[config.mk]
export PLATFORM = sky130hd
export DESIGN_NAME = spio_port_top
export DESIGN_NICKNAME = d
export VERILOG_FILES = /design/src/logic/spio_pkg.sv /design/src/logic/spio_mux_if.sv /design/src/logic/spio_out_mux.sv /design/src/logic/spio_port_top.sv
export SDC_FILE = /design/constraint.sdc
export NUM_CORES = 1
export LEC_CHECK = 0
export ABC_AREA = 1
export BUFFER_PORTS_ARGS = -buffer_cell sky130_fd_sc_hd__buf_2
export CAP_MARGIN = 20
export CORE_MARGIN = 2
export CORE_UTILIZATION = 31
export DETAILED_ROUTE_END_ITERATION = 7
export GPL_TIMING_DRIVEN = 0
export PLACE_DENSITY = 0.66
export SLEW_MARGIN = 0
export SYNTH_ARGS = -nofsm -noshare
export SYNTH_HDL_FRONTEND = slang
export SYNTH_SLANG_ARGS = --single-unit
[constraint.sdc]
create_clock -name CLK -period 2 [get_ports CLK]
set_input_delay 0.3 -clock CLK [delete_from_list [all_inputs] [get_ports CLK]]
set_output_delay 0.3 -clock CLK [all_outputs]
set_load 0.1 [all_outputs]
[src/logic/spio_pkg.sv]
// constants, types and helpers shared by the parallel port design
// assumes a 32-bit classic Wishbone register bus, byte-addressed
package spio_pkg;
   // widest port that one 32-bit register can hold
   localparam int unsigned MAX_WIDTH = 32;
   // byte address width seen by the slave
   localparam int unsigned ADR_W     = 8;
   // register byte offsets
   localparam logic [7:0]  OFS_DIR   = 8'h00;  // pin_direction_reg
   localparam logic [7:0]  OFS_LAT   = 8'h04;  // output_latch_reg
   localparam logic [7:0]  OFS_LVL   = 8'h08;  // pin_level_reg
   localparam logic [7:0]  OFS_OWN   = 8'h0C;  // pins held by peripherals
   localparam logic [7:0]  OFS_IMPL  = 8'h10;  // implemented pin mask
   // reset values
   localparam logic [31:0] DIR_RST   = 32'hFFFF_FFFF;  // all inputs
   localparam logic [31:0] LAT_RST   = 32'h0000_0000;
   localparam logic [31:0] RD_ZERO   = 32'h0000_0000;

   // bus slave states
   typedef enum logic [0:0] {
      SPIO_BUS_IDLE = 1'b0,  // waiting for a request
      SPIO_BUS_ACK  = 1'b1   // acknowledge cycle
   } spio_bus_t;

   // word-aligned address match, low two bits ignored
   function automatic logic spio_hit(input logic [7:0] adr,
                                     input logic [7:0] ofs);
      return adr[7:2] == ofs[7:2];
   endfunction

   // byte-lane merge of write data under sel
   function automatic logic [31:0] spio_merge(input logic [31:0] old_v,
                                              input logic [31:0] new_v,
                                              input logic [3:0]  sel);
      logic [31:0] r;
      r = old_v;
      for (int b = 0; b < 4; b++) begin
         if (sel[b]) begin
            r[8*b +: 8] = new_v[8*b +: 8];
         end
      end
      return r;
   endfunction
endpackage

[src/logic/spio_mux_if.sv]
// control and pin signals between the port registers and the
// output multiplexers; both ends sit on the same clock
`timescale 1ns/1ns
interface spio_mux_if #(parameter int unsigned WIDTH = 16);
   logic [WIDTH-1:0] lat;     // output latch contents
   logic [WIDTH-1:0] dir;     // direction, 1 = input
   logic [WIDTH-1:0] impl;    // implemented pins
   logic [WIDTH-1:0] ionly;   // pins whose peripheral is input-only
   logic [WIDTH-1:0] p_en;    // peripheral enabled
   logic [WIDTH-1:0] p_oe;    // peripheral wants to drive
   logic [WIDTH-1:0] p_do;    // peripheral output data
   logic [WIDTH-1:0] pin_i;   // pin level in
   logic [WIDTH-1:0] pin_o;   // pin level out
   logic [WIDTH-1:0] pin_oe;  // pin driver enable
   logic [WIDTH-1:0] p_di;    // peripheral input data
   logic [WIDTH-1:0] owned;   // pin held by a peripheral

   // register side
   modport ctrl (output lat, dir, impl, ionly, p_en, p_oe, p_do, pin_i,
                 input  pin_o, pin_oe, p_di, owned);
   // multiplexer side
   modport mux  (input  lat, dir, impl, ionly, p_en, p_oe, p_do, pin_i,
                 output pin_o, pin_oe, p_di, owned);
endinterface

[src/logic/spio_out_mux.sv]
// per-pin output multiplexers: peripheral or port owns each pin
// assumes all inputs are synchronous to clk
`timescale 1ns/1ns
module spio_out_mux #(
   parameter int unsigned WIDTH = 16
) (
   // clock and reset
   input wire logic clk,
   input wire logic rst,
   // register side
   spio_mux_if.mux  m
);
   logic [WIDTH-1:0] own_w;        // peripheral holds the pin
   logic [WIDTH-1:0] port_w;       // port drives the pin
   logic [WIDTH-1:0] pin_o_reg;    // registered pin data
   logic [WIDTH-1:0] pin_oe_reg;   // registered pin enable
   logic [WIDTH-1:0] p_di_reg;     // registered peripheral input
   logic [WIDTH-1:0] owned_reg;    // registered ownership

   // ownership decode; an input-only peripheral never takes a pin
   assign own_w  = m.p_en & m.p_oe & ~m.ionly & m.impl;
   // port drives only when not owned and direction is output
   assign port_w = ~own_w & ~m.dir & m.impl;

   // output data and enable multiplexers
   always_ff @(posedge clk) begin
      if (rst) begin
         pin_o_reg  <= '0;
         pin_oe_reg <= '0;
      end else begin
         pin_o_reg  <= (own_w & m.p_do) | (~own_w & m.lat & m.impl);
         pin_oe_reg <= own_w | port_w;
      end
   end

   // peripheral input, blocked while the port drives that pin
   always_ff @(posedge clk) begin
      if (rst) begin
         p_di_reg  <= '0;
         owned_reg <= '0;
      end else begin
         p_di_reg  <= m.pin_i & ~port_w & m.impl;
         owned_reg <= own_w;
      end
   end

   assign m.pin_o  = pin_o_reg;
   assign m.pin_oe = pin_oe_reg;
   assign m.p_di   = p_di_reg;
   assign m.owned  = owned_reg;
endmodule

[src/logic/spio_port_top.sv]
// shared parallel port: direction, latch and level registers on a
// classic Wishbone slave, with pin ownership handed to peripherals
// assumes pins and peripheral signals are synchronous to CLK
`timescale 1ns/1ns
module spio_port_top #(
   parameter int unsigned      WIDTH      = 16,
   parameter logic [WIDTH-1:0] IMPL_MASK  = '1,
   parameter logic [WIDTH-1:0] IONLY_MASK = '0
) (
   // clock and reset
   input  wire logic                        CLK,
   input  wire logic                        SYS_RST,
   // wishbone slave
   input  wire logic                        WB_CYC_I,
   input  wire logic                        WB_STB_I,
   input  wire logic                        WB_WE_I,
   input  wire logic [spio_pkg::ADR_W-1:0]  WB_ADR_I,
   input  wire logic [3:0]                  WB_SEL_I,
   input  wire logic [31:0]                 WB_DAT_I,
   output wire logic [31:0]                 WB_DAT_O,
   output wire logic                        WB_ACK_O,
   // sharing peripherals
   input  wire logic [WIDTH-1:0]            PERIPH_EN,
   input  wire logic [WIDTH-1:0]            PERIPH_OE,
   input  wire logic [WIDTH-1:0]            PERIPH_DO,
   output wire logic [WIDTH-1:0]            PERIPH_DI,
   // pins
   input  wire logic [WIDTH-1:0]            PIN_I,
   output wire logic [WIDTH-1:0]            PIN_O,
   output wire logic [WIDTH-1:0]            PIN_OE
);
   // refuse widths one register cannot hold
   if (WIDTH < 1 || WIDTH > spio_pkg::MAX_WIDTH) begin : g_chk
      $error("spio_port_top: WIDTH must be 1 to 32");
   end

   spio_mux_if #(.WIDTH(WIDTH)) mif ();

   spio_pkg::spio_bus_t state_reg;    // bus slave state
   spio_pkg::spio_bus_t state_next;   // its next value
   logic [WIDTH-1:0]    dir_reg;      // pin_direction_reg
   logic [WIDTH-1:0]    lat_reg;      // output_latch_reg
   logic [WIDTH-1:0]    lvl_meta_reg; // synchroniser first stage
   logic [WIDTH-1:0]    lvl_sync_reg; // synchroniser second stage
   logic [31:0]         rdata_reg;    // registered read data
   logic [31:0]         rd_val;       // read data before the flop
   logic                req;          // request present
   logic                wr_fire;      // write takes effect this edge
   logic                rd_take;      // read taken on this edge
   logic [31:0]         dir_merged;   // direction after byte merge
   logic [31:0]         lat_merged;   // latch after byte merge
   logic                hit_dir;      // address decodes
   logic                hit_lat;
   logic                hit_lvl;
   logic                hit_own;
   logic                hit_impl;
   logic [WIDTH-1:0]    dir_rst_w;    // reset direction, masked

   // address decode
   assign hit_dir  = spio_pkg::spio_hit(WB_ADR_I, spio_pkg::OFS_DIR);
   assign hit_lat  = spio_pkg::spio_hit(WB_ADR_I, spio_pkg::OFS_LAT);
   assign hit_lvl  = spio_pkg::spio_hit(WB_ADR_I, spio_pkg::OFS_LVL);
   assign hit_own  = spio_pkg::spio_hit(WB_ADR_I, spio_pkg::OFS_OWN);
   assign hit_impl = spio_pkg::spio_hit(WB_ADR_I, spio_pkg::OFS_IMPL);

   assign req     = WB_CYC_I & WB_STB_I;
   // writes land on the edge that the master sees ack
   assign wr_fire = req & WB_WE_I & (state_reg == spio_pkg::SPIO_BUS_ACK);
   // a read is taken while the slave is idle
   assign rd_take = req & ~WB_WE_I & (state_reg == spio_pkg::SPIO_BUS_IDLE);

   // next state of the bus slave
   always_comb begin
      case (state_reg)
         spio_pkg::SPIO_BUS_IDLE: begin
            // answer any request one cycle later
            state_next = req ? spio_pkg::SPIO_BUS_ACK
                             : spio_pkg::SPIO_BUS_IDLE;
         end
         spio_pkg::SPIO_BUS_ACK: begin
            // ack lasts one cycle
            state_next = spio_pkg::SPIO_BUS_IDLE;
         end
         default: begin
            state_next = spio_pkg::SPIO_BUS_IDLE;
         end
      endcase
   end

   // bus state register
   always_ff @(posedge CLK) begin
      if (SYS_RST) begin
         state_reg <= spio_pkg::SPIO_BUS_IDLE;
      end else begin
         state_reg <= state_next;
      end
   end

   assign WB_ACK_O = (state_reg == spio_pkg::SPIO_BUS_ACK);

   // read multiplexer; unmapped addresses read zero
   always_comb begin
      rd_val = spio_pkg::RD_ZERO;
      if (hit_dir) begin
         rd_val = 32'(dir_reg & IMPL_MASK);
      end else if (hit_lat) begin
         rd_val = 32'(lat_reg & IMPL_MASK);
      end else if (hit_lvl) begin
         rd_val = 32'(lvl_sync_reg & IMPL_MASK);
      end else if (hit_own) begin
         rd_val = 32'(mif.owned);
      end else if (hit_impl) begin
         rd_val = 32'(IMPL_MASK);
      end
   end

   // read data captured as the ack is raised
   always_ff @(posedge CLK) begin
      if (SYS_RST) begin
         rdata_reg <= spio_pkg::RD_ZERO;
      end else if (req && state_reg == spio_pkg::SPIO_BUS_IDLE) begin
         rdata_reg <= rd_val;
      end
   end

   assign WB_DAT_O = rdata_reg;

   // byte-lane merges for the two writable registers
   assign dir_merged = spio_pkg::spio_merge(32'(dir_reg), WB_DAT_I,
                                            WB_SEL_I);
   assign lat_merged = spio_pkg::spio_merge(32'(lat_reg), WB_DAT_I,
                                            WB_SEL_I);
   assign dir_rst_w  = spio_pkg::DIR_RST[WIDTH-1:0] & IMPL_MASK;

   // direction register, all inputs after reset
   always_ff @(posedge CLK) begin
      if (SYS_RST) begin
         dir_reg <= dir_rst_w;
      end else if (wr_fire && hit_dir) begin
         dir_reg <= dir_merged[WIDTH-1:0] & IMPL_MASK;
      end
   end

   // output latch, written through latch or level address
   always_ff @(posedge CLK) begin
      if (SYS_RST) begin
         lat_reg <= spio_pkg::LAT_RST[WIDTH-1:0];
      end else if (wr_fire && (hit_lat || hit_lvl)) begin
         lat_reg <= lat_merged[WIDTH-1:0] & IMPL_MASK;
      end
   end

   // pin level synchroniser
   always_ff @(posedge CLK) begin
      if (SYS_RST) begin
         lvl_meta_reg <= '0;
         lvl_sync_reg <= '0;
      end else begin
         lvl_meta_reg <= PIN_I;
         lvl_sync_reg <= lvl_meta_reg;
      end
   end

   // hand the pin controls to the multiplexers
   assign mif.lat   = lat_reg;
   assign mif.dir   = dir_reg;
   assign mif.impl  = IMPL_MASK;
   assign mif.ionly = IONLY_MASK;
   assign mif.p_en  = PERIPH_EN;
   assign mif.p_oe  = PERIPH_OE;
   assign mif.p_do  = PERIPH_DO;
   assign mif.pin_i = PIN_I;

   spio_out_mux #(.WIDTH(WIDTH)) u_mux (
      .clk (CLK),
      .rst (SYS_RST),
      .m   (mif.mux)
   );

   assign PIN_O     = mif.pin_o;
   assign PIN_OE    = mif.pin_oe;
   assign PERIPH_DI = mif.p_di;
endmodule

After elaboration in Yosys (flattened, before gate mapping)
Cells that the tools add are included.

word-level totals
  output and inout port bits = 81
  register bits after elaboration = 161

cells by class
  multiplexer cells = 7
  bitwise operators = 14
  equal/unequal tests = 4
  reduce and logical (&&, ||, !) cells = 9

operators by type and width
  kind                                                  number
  AND 16 bit                                            5
  2-to-1 mux 16 bit                                     5
  inverter 16 bit                                       3
  bitwise OR 16 bit                                     2
  equality test 6 x 2 -> 1 bit (second input constant)  2
  AND reduction 2 bit                                   4
  equality test 6 x 1 -> 1 bit (second input constant)  1
  equality test 6 x 3 -> 1 bit (second input constant)  1
  zero test 6 bit                                       1
  AND 1 bit                                             3
  logical AND 1 bit                                     3
  one-hot mux 1 bit (2 select lines)                    1
  logical OR 1 bit                                      1
  2-to-1 mux 1 bit                                      1
  inverter 1 bit                                        1

Logic depth before layout (Yosys ltp)
Gate-level depths: netlist of the first run.

  word-level depth = 6
  mapped depth = 9
  gate-level depth less buffers = 8

Cells and area by module
Synthesis of the first run repeated with hierarchy kept, for this count alone.

second synthesis, totals
  cells, all modules = 851
  area total of the unflattened synthesis = 6199.7 um^2

modules (own cells, without submodules)
  module         times used  area an instance (um^2)  cells an instance  sequential area each (um^2)
  spio_port_top  1           3550.9                   484                1621.6
  spio_out_mux   1           2648.8                   367                1281.2

Worst setup path after synthesis of the first run
No wires, ideal clock.

  path kind = register to register
  from = register state_reg (netlist: WB_ACK_O)
  to = register lat_reg[14]
  arrival = 1.815 ns
  path slack = 0.069 ns
  setup time = 0.117 ns
  path buffers = 1
  cell stages (with the launch flop) = 7
  path through = dfxtp_1 > nand2_1 > nor2_1 > nand3_2 > buf_6 > o21ai_1 > a21oi_1

on the way
  word-level cells in the longest chain between the ends = 3

ends and longest elaborated chain
  what                                  line                  text
  start: declaration                    spio_port_top.sv:39   spio_pkg::spio_bus_t state_reg;
  start signal: assignment              spio_port_top.sv:93   state_reg <= spio_pkg::SPIO_BUS_IDLE;
  start signal: assignment              spio_port_top.sv:95   state_reg <= state_next;
  AND 1 bit                             spio_port_top.sv:68   assign wr_fire = req & WB_WE_I & (state_reg == spio_pkg::SPIO_BUS_ACK);
  logical AND 1 bit                     spio_port_top.sv:148  end else if (wr_fire && (hit_lat || hit_lvl)) begin
  AND reduction 2 bit (no source line)  n/a
  end signal: assignment                spio_port_top.sv:147  lat_reg <= spio_pkg::LAT_RST[WIDTH-1:0];
  end signal: assignment                spio_port_top.sv:149  lat_reg <= lat_merged[WIDTH-1:0] & IMPL_MASK;
  end: declaration                      spio_port_top.sv:42   logic [WIDTH-1:0] lat_reg;

No other way between the ends.
A chain may end at the register's enable or synchronous reset.

Final worst setup path of the first run
  from = register state_reg (netlist: WB_ACK_O)
  to = register lat_reg[13]

Same word-level chain as after synthesis.

==> flow_summary.json, run 1 <==
{
  "status": "finished, final reports clean",
  "crit_type": "reg -> reg",
  "ios": 194,
  "vias": 4820,
  "grt_overflow": 0,
  "antenna_found_initial": 1,
  "hold_class": "in -> reg",
  "avgSynthCellArea_sq_um": 8.304,
  "power_density_nw_per_um2": 1032,
  "slew_headroom": 0.4581,
  "yosysSeqAreaShare": 0.5470,
  "cts_max_level": 4,
  "final_common_cell": "buf_2",
  "grt_max_degree": 17,
  "path_max_fanout": 10,
  "cts_tree": "done",
  "syn_area_sq_um": 5306,
  "grt_pass1_wl_microns": 25070,
  "max_cap_viol_count": 0,
  "fillers": 1710,
  "clkTransAtPathRegs_ns": 0.06,
  "dp_cells": 1030,
  "synth_mux_area_frac": 0,
  "critPathLaunchType": "flop",
  "postSynthCellCount": 639,
  "dr.pass1.iters": 6,
  "fmax_mhz": 585.2,
  "num_rows": 47,
  "die_x_microns": 134.8,
  "hold_viol_final": 0,
  "coreArea_sq_um": 16640,
  "drive_above_1_share": 0.2827,
  "grt_pass1_vias": 4714,
  "gp_congestion": 0.8326,
  "synth_seq_cells": 145,
  "final-setup-viol-count": 0,
  "final_cells": 1062,
  "hold_buffers": 0,
  "via_per_inst": 4.539,
  "synth_top_family_by_area": "compound AO/OA/AOI/OAI gates",
  "routed_wl_microns": 16310,
  "cp_data_required_time_ns": 2.31,
  "clockBufferDepth": 2,
  "wl_per_cell_microns": 15.36,
  "insertion_delay_ns": 0.43,
  "fin_skew_ns": 0.01070,
  "initial_core_util": 0.3188,
  "synth-compound-area-share": 0.1766,
  "layout.nets": 942,
  "drc": 0,
  "end_kind": "flop",
  "worst_pin_slew_ns": 0.8129,
  "portBuffers": 156,
  "first_iter_violations": 345,
  "layout_min_cycle_time_ns": 1.709,
  "clock_sinks": 145,
  "yosysWarnings": 0,
  "cts_resized": 0,
  "worstRegToRegCells": 6,
  "holdPathStages": 3,
  "synth_cell_types": 25,
  "placed_area_sq_um": 6419,
  "reg2reg_slack_ns": 0.29,
  "ant_nets": 0,
  "mostFrequentLayoutCells": "buf_2 (164), dfxtp_1 (145), inv_1 (83), nor2_1 (83), a21oi_1 (79)",
  "period_share": 0.8544,
  "antenna_cells": 0,
  "vdd_drop_max_uv": 626.6,
  "area_growth_pct": 32.99,
  "post-cts-setup-buffers": 0,
  "cts_root_buf": "clkbuf_16",
  "finalMaxSlewViolations": 0,
  "grt_setup_unrepaired": "false",
  "yosys.area_share.xor_xnor": 0,
  "grt_util_all_layers": 0.1848,
  "finalInstanceArea_sq_um": 7057,
  "die_area_sq_um": 18180,
  "synthAdderAreaFrac": 0,
  "cts_made_buffers": 17,
  "leakagePower_nw": 3.309,
  "place_hpwl_microns": 11430,
  "die_h_microns": 134.8,
  "yosys.area_share.simple": 0.1580,
  "crit_arrival_ns": 2.02
}
[path summary, 6_finish.rpt]
path,from,endpoint
hold reg to reg,lvl_meta_reg[1],lvl_sync_reg[1]
setup / recovery,WB_ACK_O,lat_reg[13]
hold / removal,PIN_I[2],lvl_meta_reg[2]
setup reg to reg,WB_ACK_O,lat_reg[13]
[critical path: stages, from the launching register on]
cell	delay, ns
dfxtp_1	0.37
nand2_1	0.06
nor2_1	0.45
nand3_2	0.30
buf_6	0.24
o21ai_2	0.13
a21oi_2	0.04
[area by class of cell]
| type | count | area [sq um] | area share |
|---|---|---|---|
| clock inverter | 12 | 181.4 | 0.02571 |
| inverter | 89 | 336.6 | 0.04770 |
| tap | 220 | 275.3 | 0.03901 |
| timing repair buffer | 156 | 780.7 | 0.1106 |
| multi-input combinational | 373 | 1836 | 0.2601 |
| sequential | 145 | 2903 | 0.4113 |
| buffer | 47 | 287.8 | 0.04078 |
| clock buffer | 20 | 456.7 | 0.06472 |
[Yosys cell counts (all sizes together)]
master | count | area, sq um
nand2 | 70 | 265.3
dfxtp | 145 | 2903
nand3 | 38 | 215.2
inv | 87 | 326.6
a21oi | 81 | 412.9
or2 | 1 | 6.260
buf | 33 | 235.2
a21boi | 16 | 120.1
nor2 | 87 | 351.6
clkbuf | 14 | 52.55
o211ai | 32 | 240.2
o21ai | 32 | 163.9
conb | 1 | 3.750
clkinv | 2 | 10.01
[where the power goes]
group / switching (mW) / internal (mW)
sequential: 0.0219 / 2.98
combinational: 0.721 / 0.183
clock: 1.22 / 2.16
total: 1.97 / 5.32
[per-stage QoR]
stage	power [mW]	hold WS, ns	util	setup WS, ns	setup TNS, ns
6_report	7.284	0.08683	0.4240	0.2911	0
3_3_place_gp	3.962	0.3905	0.3857	-0.1893	-1.820
2_1_floorplan	3.734	0.3883	-	0.06860	0
5_1_grt	7.544	0.09114	0.4240	0.1550	0
4_1_cts	7.348	0.07228	0.4240	0.2244	0
3_5_place_dp	3.967	0.3942	0.3857	-0.2311	-2.066
[per-layer routing]
metal  vias to the layer above  GRT usage  wire, microns
li1                       2415          -              -
met1                      2164     0.2338           7130
met2                       216     0.2955           7575
met3                        23    0.05818           1353
met4                         2    0.06901            246
met5                         -          0              7
[cells by family after synthesis]
logic type      Yosys count
other cells               1
buf+inv                 136
flops                   145
compound gates          161
simple gates            196
Note: power is estimated with default switching activity, not from simulation.
==> run 2, diff against run 1 <==
- ABC_AREA: 1 -> not set
- PLACE_DENSITY: 0.66 -> 0.67
==> flow_summary.json, run 2 <==
{
  "status": "finished, final reports clean",
  "max_stage_delay_ns": 0.38,
  "total_power_mw": 6.918,
  "mostFrequentLayoutCells": "buf_2 (162), dfxtp_1 (144), a21oi_1 (80), nor2_1 (52), nor2b_1 (48)",
  "routed_wl_microns": 15940,
  "clock_sinks": 145,
  "drive_above_1_share": 0.2811,
  "coreArea_sq_um": 16410,
  "yosys.area.top_type": "dfxtp_1",
  "via_per_inst": 4.627,
  "synth-edff-count": 0,
  "crit_family": "simple AND/OR/NAND/NOR gates",
  "grt_overflow": 0,
  "path_max_fanout": 10,
  "hold_buffers": 0,
  "layout.nets": 847,
  "layout_min_cycle_time_ns": 1.847,
  "synthFlopType": "dfxtp_1",
  "worst-path-buf-inv": 2,
  "drc": 0,
  "synth_commonest_cells": "dfxtp_1 (145), a21oi_1 (80), nor2_1 (52)",
  "fin_setup_tns_ns": 0,
  "cts_root_buf": "clkbuf_16",
  "utilization": 0.4168,
  "grt_max_degree": 17,
  "insertion_delay_ns": 0.42,
  "grt_setup_unrepaired": "false",
  "use_met2": 0.3005,
  "cts_resized": 0,
  "busiest_layer": "met2",
  "yosys.area.top_type_share": 0.5619,
  "vias": 4474,
  "final-setup-viol-count": 0,
  "met3_usage": 0.04072,
  "hold_class": "in -> reg",
  "grt_pass1_wl_microns": 23720,
  "whs_ns": 0.1153,
  "synth-async-reset-ratio": 0,
  "fin_skew_ns": 0.002975,
  "initial_core_util": 0.3149,
  "crit_type": "reg -> reg",
  "num_rows": 47,
  "wl_per_cell_microns": 16.48,
  "met1_usage": 0.2276,
  "clockBufferDepth": 2,
  "critPathLaunchType": "flop",
  "hold_viol_final": 0,
  "first_iter_violations": 275,
  "ios": 194,
  "cpMaxStageDelayCell": "dfxtp_2",
  "cts_max_level": 4,
  "fmax_mhz": 541.5,
  "synth_most_common_cell": "dfxtp_1",
  "worst_pin_slew_ns": 0.9207,
  "antenna_cells": 0,
  "grt_pass1_vias": 4317,
  "power_density_nw_per_um2": 1012,
  "area_growth_pct": 32.38,
  "final_common_cell": "buf_2",
  "cts_tree": "done",
  "cp_data_required_time_ns": 2.30,
  "die_area_sq_um": 17710,
  "slew_headroom": 0.3862,
  "yosysSeqAreaShare": 0.5619,
  "antenna_found_initial": 0,
  "postSynthCellCount": 544,
  "dr.pass1.iters": 4,
  "synth_area_leaders": "dfxtp_1 (56%), a21oi_1 (7.8%), nor2b_1 (5.8%)",
  "synth_seq_cells": 145,
  "period_share": 0.9234,
  "avgSynthCellArea_sq_um": 9.497,
  "end_kind": "flop",
  "die_h_microns": 133.1,
  "leakagePower_nw": 3.026,
  "cts_made_buffers": 17,
  "finalMaxSlewViolations": 0,
  "gp_congestion": 0.7436,
  "cpMostUsedCell": "buf_2",
  "synth_cell_types": 26,
  "clkTransAtPathRegs_ns": 0.06,
  "portBuffers": 156,
  "die_x_microns": 133.1,
  "fillers": 1632,
  "syn_area_sq_um": 5166,
  "ant_nets": 0,
  "vdd_drop_max_uv": 675.9,
  "path_cells": "and4_1, buf_2, nand4_1, buf_2, nor3_1, a21oi_1",
  "max_cap_viol_count": 0,
  "grt_util_all_layers": 0.1803,
  "yosysWarnings": 0,
  "post-cts-setup-buffers": 0,
  "place_hpwl_microns": 11050,
  "crit_arrival_ns": 2.15
}
[run 2: per-layer routing]
| metal | vias up | wire length, microns |
|---|---|---|
| li1 | 2240 | - |
| met1 | 2069 | 7142 |
| met2 | 138 | 7649 |
| met3 | 27 | 851 |
| met4 | 0 | 296 |
| met5 | - | 0 |
[run 2: area by class of cell]
class                   instances  area (sq um)  share of cell area
flip-flops and latches        145          2904              0.4246
well taps                     220         275.3             0.04025
repair buffers                156         780.7              0.1142
clock buffers                  26         479.2             0.07007
clock inverters                 6         80.08             0.01171
multi-input cells             369          2082              0.3044
plain buffers                  45         237.7             0.03476
[run 2: cells by family (layout without fill, tap and decap cells)]
group                     after synthesis  after routing  share of synthesized area
muxes                                  16             16                    0.03100
AOI/OAI and AO/OA                     128            128                     0.1434
other                                   1             16                  0.0007259
DFF                                   145            145                     0.5619
and+or+nand+nor                       208            208                     0.2153
xor gates and xnor gates                1              1                   0.001696
buffers and inverters                  45            233                    0.04602
[run 2: worst reg2reg max path: cells and delay by family (launching register included)]
family / cells / cell delay [ns]
AOI/OAI and AO/OA: 1 / 0.06
buffers and inverters: 2 / 0.52
DFF: 1 / 0.38
and+or+nand+nor: 3 / 0.76
[run 2: metrics by stage]
stage	cell area (sq um)	std cells	worst slack, ns
after detailed placement	6280	935	-0.09537
after global placement	6280	935	-0.07460
after CTS	6839	967	0.1785
after global routing	6839	967	0.1017
after floorplan	5224	559	0.2074
final	6839	967	0.1532
[run 2: where the power goes]
part | switching (mW) | internal, mW | total, mW
registers | 0.0223 | 2.98 | 3.00
clock network | 1.15 | 1.89 | 3.04
logic | 0.688 | 0.191 | 0.879
[run 2: path summary, 6_finish.rpt]
| kind | start | slack, ns | cells after the start | to |
|---|---|---|---|---|
| worst max-delay path | WB_ACK_O | 0.15 | 6 | dir_reg[14] |
| worst min-delay path | PIN_I[10] | 0.12 | 2 | lvl_meta_reg[10] |
| worst max register to register | WB_ACK_O | 0.15 | 6 | dir_reg[14] |
| worst min register to register | lvl_meta_reg[13] | 0.43 | 1 | lvl_sync_reg[13] |
==> run 3, diff against run 2 <==
- ABC_AREA: not set -> 1
- CORE_UTILIZATION: 31 -> 55
- PLACE_DENSITY: 0.67 -> 0.95
- SYNTH_HIERARCHICAL: not set -> 1
==> flow_summary.json, run 3 <==
{
  "wl_per_cell_microns": 15.40,
  "max_cap_viol_count": 0,
  "grt_util_all_layers": 0.3303,
  "hold_class": "in -> reg",
  "cp_data_required_time_ns": 2.28,
  "vias": 6570,
  "internal_power_mw": 5.054,
  "die_h_microns": 110.2,
  "period_share": 0.8949,
  "grt_overflow": 0,
  "vdd_drop_max_uv": 693.0,
  "area_growth_pct": 30.41,
  "status": "finished, final reports clean",
  "postSynthCellCount": 851,
  "p_switching_mw": 1.924,
  "synth_area_leaders": "dfxtp_1 (47%), nor2_1 (9.6%), inv_1 (9.2%)",
  "dr.pass1.iters": 7,
  "cts_root_buf": "clkbuf_16",
  "fin_skew_ns": 0.005711,
  "synth_seq_cells": 145,
  "p_sw_frac": 0.2758,
  "clkTransAtPathRegs_ns": 0.06,
  "via_per_inst": 5.173,
  "mostFrequentLayoutCells": "buf_2 (165), nor2_1 (159), inv_1 (152), dfxtp_1 (144), nand2_1 (134)",
  "layout.nets": 1229,
  "post-cts-setup-buffers": 0,
  "initial_core_util": 0.5669,
  "place_hpwl_microns": 12200,
  "power_density_nw_per_um2": 863.1,
  "critPathLaunchType": "flop",
  "clkPwrFrac": 0.454,
  "fmax_mhz": 558.7,
  "clock_sinks": 145,
  "clockBufferDepth": 2,
  "yosys.area.top_type": "dfxtp_1",
  "yosysWarnings": 6,
  "combinationalPowerShare": 0.121,
  "finalMaxSlewViolations": 0,
  "crit_arrival_ns": 2.07,
  "cts_made_buffers": 17,
  "pwr-share-seq": 0.425,
  "avgSynthCellArea_sq_um": 7.285,
  "ios": 194,
  "layout_min_cycle_time_ns": 1.790,
  "fin_setup_tns_ns": 0,
  "die_x_microns": 110.2,
  "insertion_delay_ns": 0.42,
  "grt_pass1_vias": 6309,
  "drc": 0,
  "cts_tree": "done",
  "grt_setup_unrepaired": "false",
  "fillers": 767,
  "hold_viol_final": 0,
  "synth_cell_types": 26,
  "routed_wl_microns": 19550,
  "synth-edff-count": 0,
  "yosys.area.top_type_share": 0.4682,
  "synth_commonest_cells": "nor2_1 (159), inv_1 (152), dfxtp_1 (145)",
  "grt_max_degree": 17,
  "syn_area_sq_um": 6200,
  "yosysSeqAreaShare": 0.4682,
  "synthFlopType": "dfxtp_1",
  "cts_resized": 0,
  "die_area_sq_um": 12140,
  "worst_pin_slew_ns": 0.7645,
  "leakagePower_nw": 4.316,
  "ant_nets": 0,
  "synth-async-reset-ratio": 0,
  "final_common_cell": "buf_2",
  "gp_congestion": 0.9264,
  "hold_buffers": 0,
  "final_cells": 1270,
  "end_kind": "flop",
  "crit_type": "reg -> reg",
  "synth_most_common_cell": "nor2_1",
  "grt_pass1_wl_microns": 30390,
  "coreArea_sq_um": 10940,
  "drive_above_1_share": 0.2498,
  "num_rows": 38,
  "antenna_found_initial": 1,
  "final-setup-viol-count": 0,
  "path_max_fanout": 10,
  "cts_max_level": 4,
  "portBuffers": 155,
  "slew_headroom": 0.4903,
  "dp_cells": 1237,
  "first_iter_violations": 807
}
## run 3: cell types whose count changed after synthesis, moves of 17 or more
cell	previous run	this run
a21oi_1	80	51
inv_1	0	152
nand2_1	35	134
nand3_1	16	47
nor2_1	52	159
nor2b_1	48	0
nor3_1	17	0
o211ai_1	0	24
## run 3: final cells by class
type                    instances  area (sq um)  share of cell area
clock inverters                12         132.6             0.01640
diodes                          1         2.502           0.0003095
clock buffers                  20         456.7             0.05648
inverters                     160         608.1             0.07521
well taps                     140         175.2             0.02167
repair buffers                155         775.7             0.09595
flip-flops and latches        145          2904              0.3592
plain buffers                  51         332.8             0.04116
multi-input cells             586          2698              0.3336
## run 3: power by group through the flow
stage                     registers [mW]  clock network, mW  logic, mW
after global routing                2.97               3.30      0.897
after CTS                           2.97               3.14      0.822
after detailed placement            3.03                  0      0.808
after global placement              3.03                  0      0.794
final                               2.97               3.17      0.843
after floorplan                     3.23                  0      0.407
## run 3: kinds of logic after synthesis
logic type             after synthesis  share of synthesized area
AND/OR/NAND/NOR                    385                     0.2723
AO/OA/AOI/OAI                      108                     0.1066
other                                2                   0.001211
flip-flops                         145                     0.4682
buffers and inverters              211                     0.1518
## run 3: critical path: stages (launching register included)
cell	delay (ns)
dfxtp_2	0.33
nand2_1	0.04
nor2_1	0.30
buf_2	0.33
nand3_1	0.35
nand2_1	0.20
nand3_1	0.10
## run 3: final timing paths
check                                startpoint               to  slack [ns]  cells past startpoint
worst max-delay path                   WB_ACK_O       dir_reg[2]        0.21                      6
worst min-delay path                   PIN_I[0]  lvl_meta_reg[0]        0.10                      3
worst max register to register         WB_ACK_O       dir_reg[2]        0.21                      6
worst min register to register  lvl_meta_reg[2]  lvl_sync_reg[2]        0.40                      2
## run 3: per-layer routing
metal / part of all wire / vias up / track usage
met4: 0.055 / 0 / 0.1795
met1: 0.37 / 2866 / 0.3822
li1: - / 3019 / -
met5: 0 / - / 0
met2: 0.46 / 558 / 0.5491
met3: 0.12 / 127 / 0.09759
## run 3: through the flow
step	power [mW]	area (sq um)	util	hold WS [ns]	worst slack [ns]
after detailed placement	3.838	7493	0.6852	0.3929	0.2713
after global routing	7.172	8083	0.7391	0.1073	0.1399
after floorplan	3.633	6543	-	0.3883	0.3126
after global placement	3.823	7493	0.6852	0.3919	0.3131
final	6.978	8085	0.7394	0.1016	0.2103
after CTS	6.935	8083	0.7391	0.09854	0.2882
